$ cat src/design/fro_pkg.sv
// package: constants and types for the file register operation unit
package fro_pkg;

  // ----------------------------------------------------------------
  // widths and field positions
  // ----------------------------------------------------------------
  localparam int INSTR_W       = 14;
  localparam int DATA_W        = 8;
  localparam int FADDR_W       = 7;
  localparam int PC_W          = 13;
  localparam int LATCH_W       = 5;
  localparam int LIT_W         = 11;
  localparam int DEST_BIT      = 7;
  localparam int BIT_SEL_LSB   = 7;
  localparam int BIT_SEL_W     = 3;
  localparam int OP_BYTE_LSB   = 8;
  localparam int OP_BYTE_W     = 6;
  localparam int OP_BIT_LSB    = 10;
  localparam int OP_BIT_W      = 4;
  localparam int OP_BR_LSB     = 11;
  localparam int OP_BR_W       = 3;
  localparam int LATCH_PC_LSB  = 3;

  // ----------------------------------------------------------------
  // operation codes
  // ----------------------------------------------------------------
  localparam logic [5:0] OPC_COMPLEMENT  = 6'h09;
  localparam logic [5:0] OPC_DECREMENT   = 6'h03;
  localparam logic [5:0] OPC_INCREMENT   = 6'h0a;
  localparam logic [5:0] OPC_DEC_SKIP    = 6'h0b;
  localparam logic [5:0] OPC_INC_SKIP    = 6'h0f;
  localparam logic [3:0] OPC_BIT_CLEAR   = 4'h4;
  localparam logic [3:0] OPC_BIT_SET     = 4'h5;
  localparam logic [2:0] OPC_BRANCH      = 3'h5;

  // ----------------------------------------------------------------
  // timing
  // ----------------------------------------------------------------
  localparam int OSC_PERIOD_NS    = 100;
  localparam int INSTR_CYCLE_NS   = 400;
  localparam int PHASES_PER_CYCLE = INSTR_CYCLE_NS / OSC_PERIOD_NS;
  localparam logic [1:0] PHASE_Q1 = 2'h0;
  localparam logic [1:0] PHASE_Q3 = 2'h2;
  localparam logic [1:0] PHASE_Q4 = 2'(PHASES_PER_CYCLE - 1);

  // ----------------------------------------------------------------
  // reset values
  // ----------------------------------------------------------------
  localparam logic [PC_W-1:0]    PC_RESET = 13'h0000;
  localparam logic [INSTR_W-1:0] IR_RESET = 14'h0000;
  localparam logic [DATA_W-1:0]  W_RESET  = 8'h00;

  typedef enum logic [3:0] {
    FRO_OP_NOP,
    FRO_OP_COMPLEMENT,
    FRO_OP_DECREMENT,
    FRO_OP_INCREMENT,
    FRO_OP_DEC_SKIP,
    FRO_OP_INC_SKIP,
    FRO_OP_BIT_CLEAR,
    FRO_OP_BIT_SET,
    FRO_OP_BRANCH
  } fro_op_type;

  typedef struct packed {
    logic [1:0]         q;
    logic [PC_W-1:0]    pc;
    logic [INSTR_W-1:0] ir;
    logic               flush;
    logic [DATA_W-1:0]  w;
    logic               zero;
    logic [DATA_W-1:0]  result;
  } fro_state_type;

endpackage

$ cat src/design/fro_core.sv
// decoder and executor for complement, increment, decrement, skip and branch
// ----------------------------------------------------------------------
// Operation
// - byte ops write accumulator when destination bit is 0, file register when 1
// - don't-care instruction bits never change behaviour
// - bit field picks one bit position of the addressed 8-bit register
// - one instruction cycle each; branch or true test takes two, second a nop
// - an instruction cycle spans exactly four oscillator periods
// - complement inverts file register, writes destination, updates only zero
// - branch loads 11-bit literal into pc 10:0, no flags changed
// - branch copies upper latch bits 4:3 into pc 12:11, takes two cycles
// - decrement subtracts one, writes destination, updates only zero
// - increment adds one, writes destination, updates only zero
// - decrement-skip stores result, no flags; zero result turns next into nop
// - increment-skip stores result, no flags; zero result turns next into nop
// - instructions decode as 14-bit words of opcode plus operand fields
// - file operand addresses 0x00 through 0x7f
// ----------------------------------------------------------------------
`timescale 1ns/1ps
`default_nettype none
module fro_core
  import fro_pkg::*;
(
  input  wire logic                 mclk,
  input  wire logic                 rst_n,
  input  wire logic [INSTR_W-1:0]   instr_word,
  input  wire logic [LATCH_W-1:0]   program_counter_upper_latch,
  output var  logic [PC_W-1:0]      pc,
  output var  logic [DATA_W-1:0]    w_reg,
  output var  logic                 zero_flag,
  output var  logic [1:0]           phase,
  output var  logic                 nop_cycle
);

  // ----------------------------------------------------------------
  // decode
  // ----------------------------------------------------------------
  // only the opcode bits are compared, so don't-care bits fall out
  function automatic fro_op_type decode_op(input logic [INSTR_W-1:0] ir);
    fro_op_type op;
    op = FRO_OP_NOP;
    if (ir[OP_BR_LSB +: OP_BR_W] == OPC_BRANCH) begin
      op = FRO_OP_BRANCH;
    end else if (ir[OP_BIT_LSB +: OP_BIT_W] == OPC_BIT_CLEAR) begin
      op = FRO_OP_BIT_CLEAR;
    end else if (ir[OP_BIT_LSB +: OP_BIT_W] == OPC_BIT_SET) begin
      op = FRO_OP_BIT_SET;
    end else begin
      case (ir[OP_BYTE_LSB +: OP_BYTE_W])
        OPC_COMPLEMENT: op = FRO_OP_COMPLEMENT;
        OPC_DECREMENT:  op = FRO_OP_DECREMENT;
        OPC_INCREMENT:  op = FRO_OP_INCREMENT;
        OPC_DEC_SKIP:   op = FRO_OP_DEC_SKIP;
        OPC_INC_SKIP:   op = FRO_OP_INC_SKIP;
        default:        op = FRO_OP_NOP;
      endcase
    end
    return op;
  endfunction

  // ----------------------------------------------------------------
  // helpers
  // ----------------------------------------------------------------
  // byte ops honour the destination bit; bit ops always go back to the file
  function automatic logic is_byte_op(input fro_op_type op);
    logic hit;
    hit = 1'b0;
    case (op)
      FRO_OP_COMPLEMENT, FRO_OP_DECREMENT, FRO_OP_INCREMENT,
      FRO_OP_DEC_SKIP, FRO_OP_INC_SKIP: hit = 1'b1;
      default:                          hit = 1'b0;
    endcase
    return hit;
  endfunction

  function automatic logic is_bit_op(input fro_op_type op);
    return (op == FRO_OP_BIT_CLEAR) || (op == FRO_OP_BIT_SET);
  endfunction

  // one zero test feeds both the flag and the skip decision
  function automatic logic is_zero(input logic [DATA_W-1:0] v);
    return (v == 8'h00);
  endfunction

  // q3 arithmetic; wraps at 8 bits, so 0xff + 1 is zero for the skip test
  function automatic logic [DATA_W-1:0] alu(input fro_op_type        op,
                                            input logic [DATA_W-1:0] d,
                                            input logic [DATA_W-1:0] mask);
    logic [DATA_W-1:0] r;
    r = d;
    case (op)
      FRO_OP_COMPLEMENT: r = ~d;
      FRO_OP_DECREMENT,
      FRO_OP_DEC_SKIP:   r = 8'(d - 8'h01);
      FRO_OP_INCREMENT,
      FRO_OP_INC_SKIP:   r = 8'(d + 8'h01);
      FRO_OP_BIT_CLEAR:  r = d & ~mask;
      FRO_OP_BIT_SET:    r = d | mask;
      default:           r = d;
    endcase
    return r;
  endfunction

  // ----------------------------------------------------------------
  // state and storage
  // ----------------------------------------------------------------
  fro_state_type     s;
  fro_state_type     next_s;
  fro_op_type        op;
  logic [DATA_W-1:0] file_rdata;
  logic              file_we;
  logic [FADDR_W-1:0] faddr;
  logic              dest_file;
  logic [BIT_SEL_W-1:0] bit_sel;
  logic [DATA_W-1:0]  bit_mask;

  assign op        = decode_op(s.ir);
  assign faddr     = s.ir[FADDR_W-1:0];
  assign dest_file = s.ir[DEST_BIT];
  assign bit_sel   = s.ir[BIT_SEL_LSB +: BIT_SEL_W];

  // ----------------------------------------------------------------
  // bit select mask
  // ----------------------------------------------------------------
  // one-hot lanes, so set and clear are a plain or and and-not
  for (genvar i = 0; i < DATA_W; i++) begin : g_bit_mask
    assign bit_mask[i] = (bit_sel == BIT_SEL_W'(i));
  end

  // ----------------------------------------------------------------
  // file write enable
  // ----------------------------------------------------------------
  // write lands in Q4; read was issued from Q1 so data is ready by Q3
  always_comb begin
    file_we = 1'b0;
    if (s.q == PHASE_Q4 && !s.flush) begin
      if (is_bit_op(op)) begin
        file_we = 1'b1;
      end else if (is_byte_op(op)) begin
        file_we = dest_file;
      end
    end
  end

  // ----------------------------------------------------------------
  // file storage
  // ----------------------------------------------------------------
  fro_file_mem #(
    .ADDR_W (FADDR_W),
    .DATA_W (DATA_W)
  ) fro_file_mem_i (
    .mclk  (mclk),
    .we    (file_we),
    .waddr (faddr),
    .wdata (s.result),
    .raddr (faddr),
    .rdata (file_rdata)
  );

  // ----------------------------------------------------------------
  // next state
  // ----------------------------------------------------------------
  always_comb begin
    next_s   = s;
    next_s.q = 2'(s.q + 2'h1);

    if (s.q == PHASE_Q3) begin
      next_s.result = alu(op, file_rdata, bit_mask);
    end

    if (s.q == PHASE_Q4) begin
      // the word fetched at pc enters the register; pc moves on
      next_s.ir    = instr_word;
      next_s.pc    = 13'(s.pc + 13'h0001);
      next_s.flush = 1'b0;
      if (!s.flush) begin
        if (is_byte_op(op) && !dest_file) begin
          next_s.w = s.result;
        end
        case (op)
          FRO_OP_COMPLEMENT, FRO_OP_DECREMENT, FRO_OP_INCREMENT: begin
            next_s.zero = is_zero(s.result);
          end
          FRO_OP_DEC_SKIP, FRO_OP_INC_SKIP: begin
            // skip by discarding the word just fetched
            next_s.flush = is_zero(s.result);
          end
          FRO_OP_BRANCH: begin
            next_s.pc = {program_counter_upper_latch[LATCH_PC_LSB +: 2],
                         s.ir[LIT_W-1:0]};
            next_s.flush = 1'b1;
          end
          default: next_s.flush = 1'b0;
        endcase
      end
    end
  end

  // ----------------------------------------------------------------
  // registers and outputs
  // ----------------------------------------------------------------
  // the file array stays out of reset; only the pipeline state clears
  always_ff @(posedge mclk or negedge rst_n) begin
    if (!rst_n) begin
      s.q      <= PHASE_Q1;
      s.pc     <= PC_RESET;
      s.ir     <= IR_RESET;
      s.flush  <= 1'b0;
      s.w      <= W_RESET;
      s.zero   <= 1'b0;
      s.result <= W_RESET;
    end else begin
      s <= next_s;
    end
  end

  assign pc        = s.pc;
  assign w_reg     = s.w;
  assign zero_flag = s.zero;
  assign phase     = s.q;
  assign nop_cycle = s.flush;

endmodule // fro_core
`default_nettype wire

$ cat src/design/fro_file_mem.sv
// file register storage with registered read data
`timescale 1ns/1ps
`default_nettype none
module fro_file_mem #(
  parameter int ADDR_W = 7,
  parameter int DATA_W = 8
) (
  input  wire logic              mclk,
  input  wire logic              we,
  input  wire logic [ADDR_W-1:0] waddr,
  input  wire logic [DATA_W-1:0] wdata,
  input  wire logic [ADDR_W-1:0] raddr,
  output var  logic [DATA_W-1:0] rdata
);
  logic [DATA_W-1:0] mem [2**ADDR_W];

  // no reset on the array; contents are undefined until written
  always_ff @(posedge mclk) begin
    if (we) begin
      mem[waddr] <= wdata;
    end
    rdata <= mem[raddr];
  end
endmodule // fro_file_mem
`default_nettype wire

$ cat config.mk
export PLATFORM = sky130hd
export DESIGN_NAME = fro_core
export DESIGN_NICKNAME = d
export VERILOG_FILES = /design/src/design/fro_pkg.sv /design/src/design/fro_core.sv /design/src/design/fro_file_mem.sv
export SDC_FILE = /design/constraint.sdc
export NUM_CORES = 1
export LEC_CHECK = 0
export ABC_AREA = 1
export BUFFER_PORTS_ARGS = -buffer_cell sky130_fd_sc_hd__clkbuf_2
export CORE_UTILIZATION = 40
export DETAILED_ROUTE_END_ITERATION = 8
export HOLD_SLACK_MARGIN = 0.15
export PLACE_DENSITY = 0.62
export SLEW_MARGIN = 20
export SYNTH_ARGS = -nofsm -noshare
export SYNTH_HDL_FRONTEND = slang
export SYNTH_SLANG_ARGS = --single-unit
$ cat constraint.sdc
create_clock -name mclk -period 4.7 [get_ports mclk]
set_input_delay 1.41 -clock mclk [delete_from_list [all_inputs] [get_ports mclk]]
set_output_delay 1.41 -clock mclk [all_outputs]
set_load 0.01 [all_outputs]
**Word-level counts from Yosys, hierarchy flattened**

Memory sizes are Yosys's and may differ from the RTL's. A register that Yosys moved wholly into a read port is not among the register bits.
Index checks and enable logic that the tools add are counted.
W data, S select, Z words.

- Flip-flop bits (word level): 47
- RAM bits: 1024
- Bits of input ports: 21
- Output and inout bits: 25
- Word-level logic and storage cells: 77
- Memories kept: 1

Memory list:

| memory | depth | bits a word | read ports | clocked after Yosys merged registers in | write ports | RTL line | text |
|---|---|---|---|---|---|---|---|
| fro_file_mem_i.mem | 128 | 8 | 1 | 1 | 1 | fro_file_mem.sv:15 | `logic [DATA_W-1:0] mem [2**ADDR_W];` |

- Add/subtract/negate cells: 4
- Equality and inequality tests: 25
- Muxes and demuxes: 21
- Bitwise operators: 5
- Reduce and logical (&&, ||, !) cells: 14

Operators with widths:

| operator | count |
|---|---|
| $pmux W8 S5 | 1 |
| $mux W13 | 2 |
| $eq A4 B3 Y1 const B | 6 |
| $eq A6 B4 Y1 const B | 4 |
| $not A8 Y8 | 2 |
| $eq A3 B3 Y1 const B | 5 |
| $pmux W3 S5 | 1 |
| $add A13 B1 Y13 const B | 1 |
| $mux W1 | 11 |
| $mux W10 | 1 |
| $add A8 B1 Y8 const B | 1 |
| $and A8 B8 Y8 | 1 |
| $eq A4 B2 Y1 const B | 2 |
| $logic_not A8 Y1 | 1 |
| $mux W8 | 1 |
| $or A8 B8 Y8 | 1 |
| $sub A8 B1 Y8 const B | 1 |
| $eq A3 B2 Y1 const B | 2 |
| $eq A6 B2 Y1 const B | 1 |
| $mux W3 | 2 |
| $reduce_and A3 Y1 | 2 |
| $reduce_or A2 Y1 | 3 |
| $reduce_or A5 Y1 | 1 |
| $eq A2 B2 Y1 const B | 2 |
| other kinds (12) | 14 |

**Depth between registers and ports, before layout**

- Depth in word-level cells: 15
- Mapped depth: 16
- Gate-level depth less buffers: 16

**Hierarchy**

A second synthesis with hierarchy kept.

- Cell total of the unflattened synthesis: 4040
- Area total of the unflattened synthesis: 45423.6 um^2

By module, submodules not included:

| module | instances | cells an instance | area each (um^2) | seq. area each (um^2) |
|---|---|---|---|---|
| fro_file_mem | 1 | 3575 | 42104.1 | 30909.6 |
| fro_core | 1 | 465 | 3319.4 | 1176.1 |

**Worst setup path before layout**

No wires, ideal clock.

- Path type: flip-flop to flip-flop
- From: register s[0] (netlist name)
- To: register s, in the netlist nop_cycle
- Library setup time: 0.117 ns
- Arrival time: 2.293 ns
- Data required time: 4.583 ns
- Setup slack: 2.290 ns
- Stages on the path, launching flop included: 6
- Buffers on the path: 0
- Clock period less this slack: 2.410 ns
- Path through: dfrtp_1 inv_1 nand4_1 o21ai_0 nand2_1 nand2_1

- Word-level cells in the longest chain between the ends: 3

RTL lines:

| item | RTL line | text |
|---|---|---|
| from (decl) | fro_core.sv:107 | `fro_state_type s;` |
| from (signal assigned) | fro_core.sv:213 | `s <= next_s;` |
| $logic_not A8 Y1 | fro_core.sv:82 | `return (v == 8'h00);` |
| $pmux W1 S2 | fro_core.sv:180 | `case (op)` |
| $mux W10 | fro_core.sv:176 | `if (!s.flush) begin` |

No other way between the ends.
A chain may end at the register's enable or synchronous reset.

**Worst setup path in the final report**

- From: register s, in the netlist phase[0]
- To: memory fro_file_mem_i.mem[1][7] (enable)

- Word-level cells in the longest chain between the ends: 5

RTL lines:

| item | RTL line | text |
|---|---|---|
| $eq A2 B2 Y1 | fro_core.sv:136 | `if (s.q == PHASE_Q4 && !s.flush) begin` |
| $logic_and A1 B1 Y1 | fro_core.sv:136 |  |
| $mux W1 | fro_core.sv:136 |  |
| $mux W1 | fro_file_mem.sv:19 | `if (we) begin` |
| $mux W1 (implied by the code) | fro_file_mem.sv:20 | `mem[waddr] <= wdata;` |
| to (decl) | fro_file_mem.sv:15 |  |

No other way between the ends.

==> metrics.txt <==
Nets=4597; Placeable Area=about 110000 sq um; Post-synth EDFFs=~1.0k; Worst setup EP type=register; routed via count=roughly 31k; Yosys top cell area share=0.6659; Max Fclk=296.0 MHz; hold path depth=2; P_leak=between 20 and 25 nW; Slew Viols, Final=0; largest net degree at the start of global routing=~160; mux cell area share after synthesis=0; sequential share of the synthesized area=0.6948; Fin Clk Skew=approximately 0.026 ns; Post-DRT Antenna Nets=0; Largest Register=fro_file_mem_i.mem; Fin. Hold Viols=0; main combinational cell family by area after synthesis=simple AND/OR/NAND/NOR gates; gpl congestion=just under 0.9; storage element area=~32000 sq um; maximum VDD drop=between 300 and 400 uV; ys flop type=edfxtp_1; Post-Synth Adder-Cell Area=0.002872; Yosys warning count=0; Core Util, Final=0.4490; IO Count=46; crit path time final=~3.4 ns; FILL cells=10.58k; CTS sink cnt=about 1.1k; Overflow after GRT=0; drt wl/cell=19.93 microns; Worst-path clk slew=~0.060 ns; status=complete, no violations; CP Launch Type=register; most common cell after layout, fill and taps aside=nand2_1; complex-gate fraction of the synthesized area=0.02495; cts bufs inserted=~110; xor/xnor share of the synthesized area=0.0009483; Req. time, crit path=between 5 and 6 ns; drt pass-1 iters=6; WP data arrival=3.69 ns; final setup fails=0; max reg flops=roughly 1.0k; die width=approximately 340 microns; worst rel slew slack=0.2344; DR DRC count=0; I/O Buffers=42; ratio of cells with drive above 1 in the final layout=0.06625; Iter 0 DRT Violations=approximately 3.2k; drt total wl=about 120 mm; RSZ-0062 raised after global routing=false; Die ar.=roughly 120000 sq um; max-cap violations=0; Hold WC Path Type=reg2reg; Total Neg Setup Slack=0 ns; TritonCTS clock tree=yes; Netlist cell types=38; Yosys top cell by area=edfxtp_1; H-tree depth=3; WHS=0.4839 ns; Post-DP HPWL=70.07 mm; WS Path Type=reg2reg; FF-to-FF path depth=7; multi-input combinational cell area=around 13000 sq um; Async S/R FF share, synth=0.04356; syn_nets=4601; fin crit share=0.7189; # rows=around 120; most frequent cells in the layout=nand2_1, edfxtp_1, nor2_1; Layout Area Growth over Synthesis=11.18%; vias in the first global route=approximately 30k; CP max FO=16; Mapped Cells=4570; CTS Root Cell=clkbuf_16; Antenna diodes=0; first-pass GRT wire length=186.3 mm; PwrDens=around 420 nW/um^2; Clock Path Buffers=3; post-CTS resize count=0; post-CTS setup repair buffer count=0; average size of a mapped cell=between 10 and 15 sq um; largest registers=fro_file_mem_i.mem (1024), pc (13), s (12); Post-Synth Simple-Gate Area=0.2435; # hold bufs at CTS=0; post-synthesis register bit count=~1.1k; initial antenna violation count=1; Worst-Skew Late Latency=0.70 ns; actual slew at the worst max-slew pin=1.148 ns; synthesized area=between 40000 and 50000 sq um; initial core utilization=0.4038; All-Layer GR Usage=0.2104; routed vias/inst=5.094; top area cells in the synthesized netlist=edfxtp_1, nand2_1, dfrtp_1, nor2_1, a21oi_1; die height=between 300 and 400 microns
-- power by group --
group	internal (mW)	switching [mW]	total [mW]
Combinational	0.387	1.15	1.54
Sequential	11.0	0.449	11.5
Clock	4.92	3.66	8.58
Total	16.3	5.26	21.6
-- path summary, 6_finish.rpt --
check	to	slack, ns	start
setup / recovery	fro_file_mem_i.mem[1][7]	1.32	phase[0]
hold / removal	w_reg[3]	0.48	w_reg[3]
setup reg to reg	fro_file_mem_i.mem[1][7]	1.32	phase[0]
hold reg to reg	w_reg[3]	0.48	w_reg[3]
max in group asynchronous	s[7]	3.26	rst_n
min in group asynchronous	faddr[2]	0.61	rst_n
-- cell usage after synthesis (2+ instances only) --
cell	instances
nand2_1	2612
edfxtp_1	1024
nor2_1	221
a21oi_1	109
o21ai_0	95
clkbuf_1	85
inv_1	85
buf_2	82
dfrtp_1	47
nand3_1	43
buf_4	34
buf_1	24
nand4_1	19
nor2_2	13
ha_1	9
buf_6	8
dfxtp_1	8
nand2_4	8
inv_2	6
o2111ai_1	6
xor2_1	4
a22oi_1	3
clkinv_1	3
nor3_1	3
o22ai_1	3
a31oi_1	2
nand3b_1	2
o21ai_1	2
-- per-stage QoR --
| stage | area, sq um | total power [mW] | worst slack (ns) | cells |
|---|---|---|---|---|
| finish | 51340 | 21.60 | 1.321 | 6161 |
| global route | 51340 | 22.25 | 1.144 | 6161 |
| CTS | 51310 | 21.70 | 1.383 | 6160 |
| global placement | 47820 | 13.16 | 1.507 | 5964 |
| detailed placement | 47820 | 13.20 | 1.406 | 5964 |
| floorplan | 46180 | 12.48 | 2.290 | 4570 |
-- per-layer routing --
metal	GRT usage	part of all wire	wire length (microns)
met5	0	0.00011	13
met1	0.2925	0.43	52380
met3	0.03561	0.081	10000
met4	0.06698	0.032	3880
met2	0.3357	0.46	56540
-- cells by family (layout without fill, tap and decap cells) --
| logic type | Yosys count | after routing |
|---|---|---|
| AND/OR/NAND/NOR | 2927 | 2927 |
| XOR/XNOR | 5 | 5 |
| adder cells (fa/ha/maj) | 10 | 10 |
| flip-flops | 1079 | 1079 |
| AO/OA/AOI/OAI | 222 | 222 |
| buffers and inverters | 327 | 406 |
-- critical path, cell delays in order, from the launching register on --
cell     delay [ns]
dfrtp_1        0.38
ha_1           0.17
inv_1          0.21
nor2_1         0.33
nand2_1        0.19
nor2_8         0.38
nand2_4        0.42
nor2_1         0.89
-- layout make-up --
type	instances	share of cell area
Clock inverter	62	0.01138
Tap cell	1512	0.03685
Inverter	94	0.007214
Multi-Input combinational cell	3164	0.2450
Timing Repair Buffer	116	0.01725
Clock buffer	134	0.05659
Sequential cell	1079	0.6258
No activity file was read; power rests on OpenSTA's default activity.
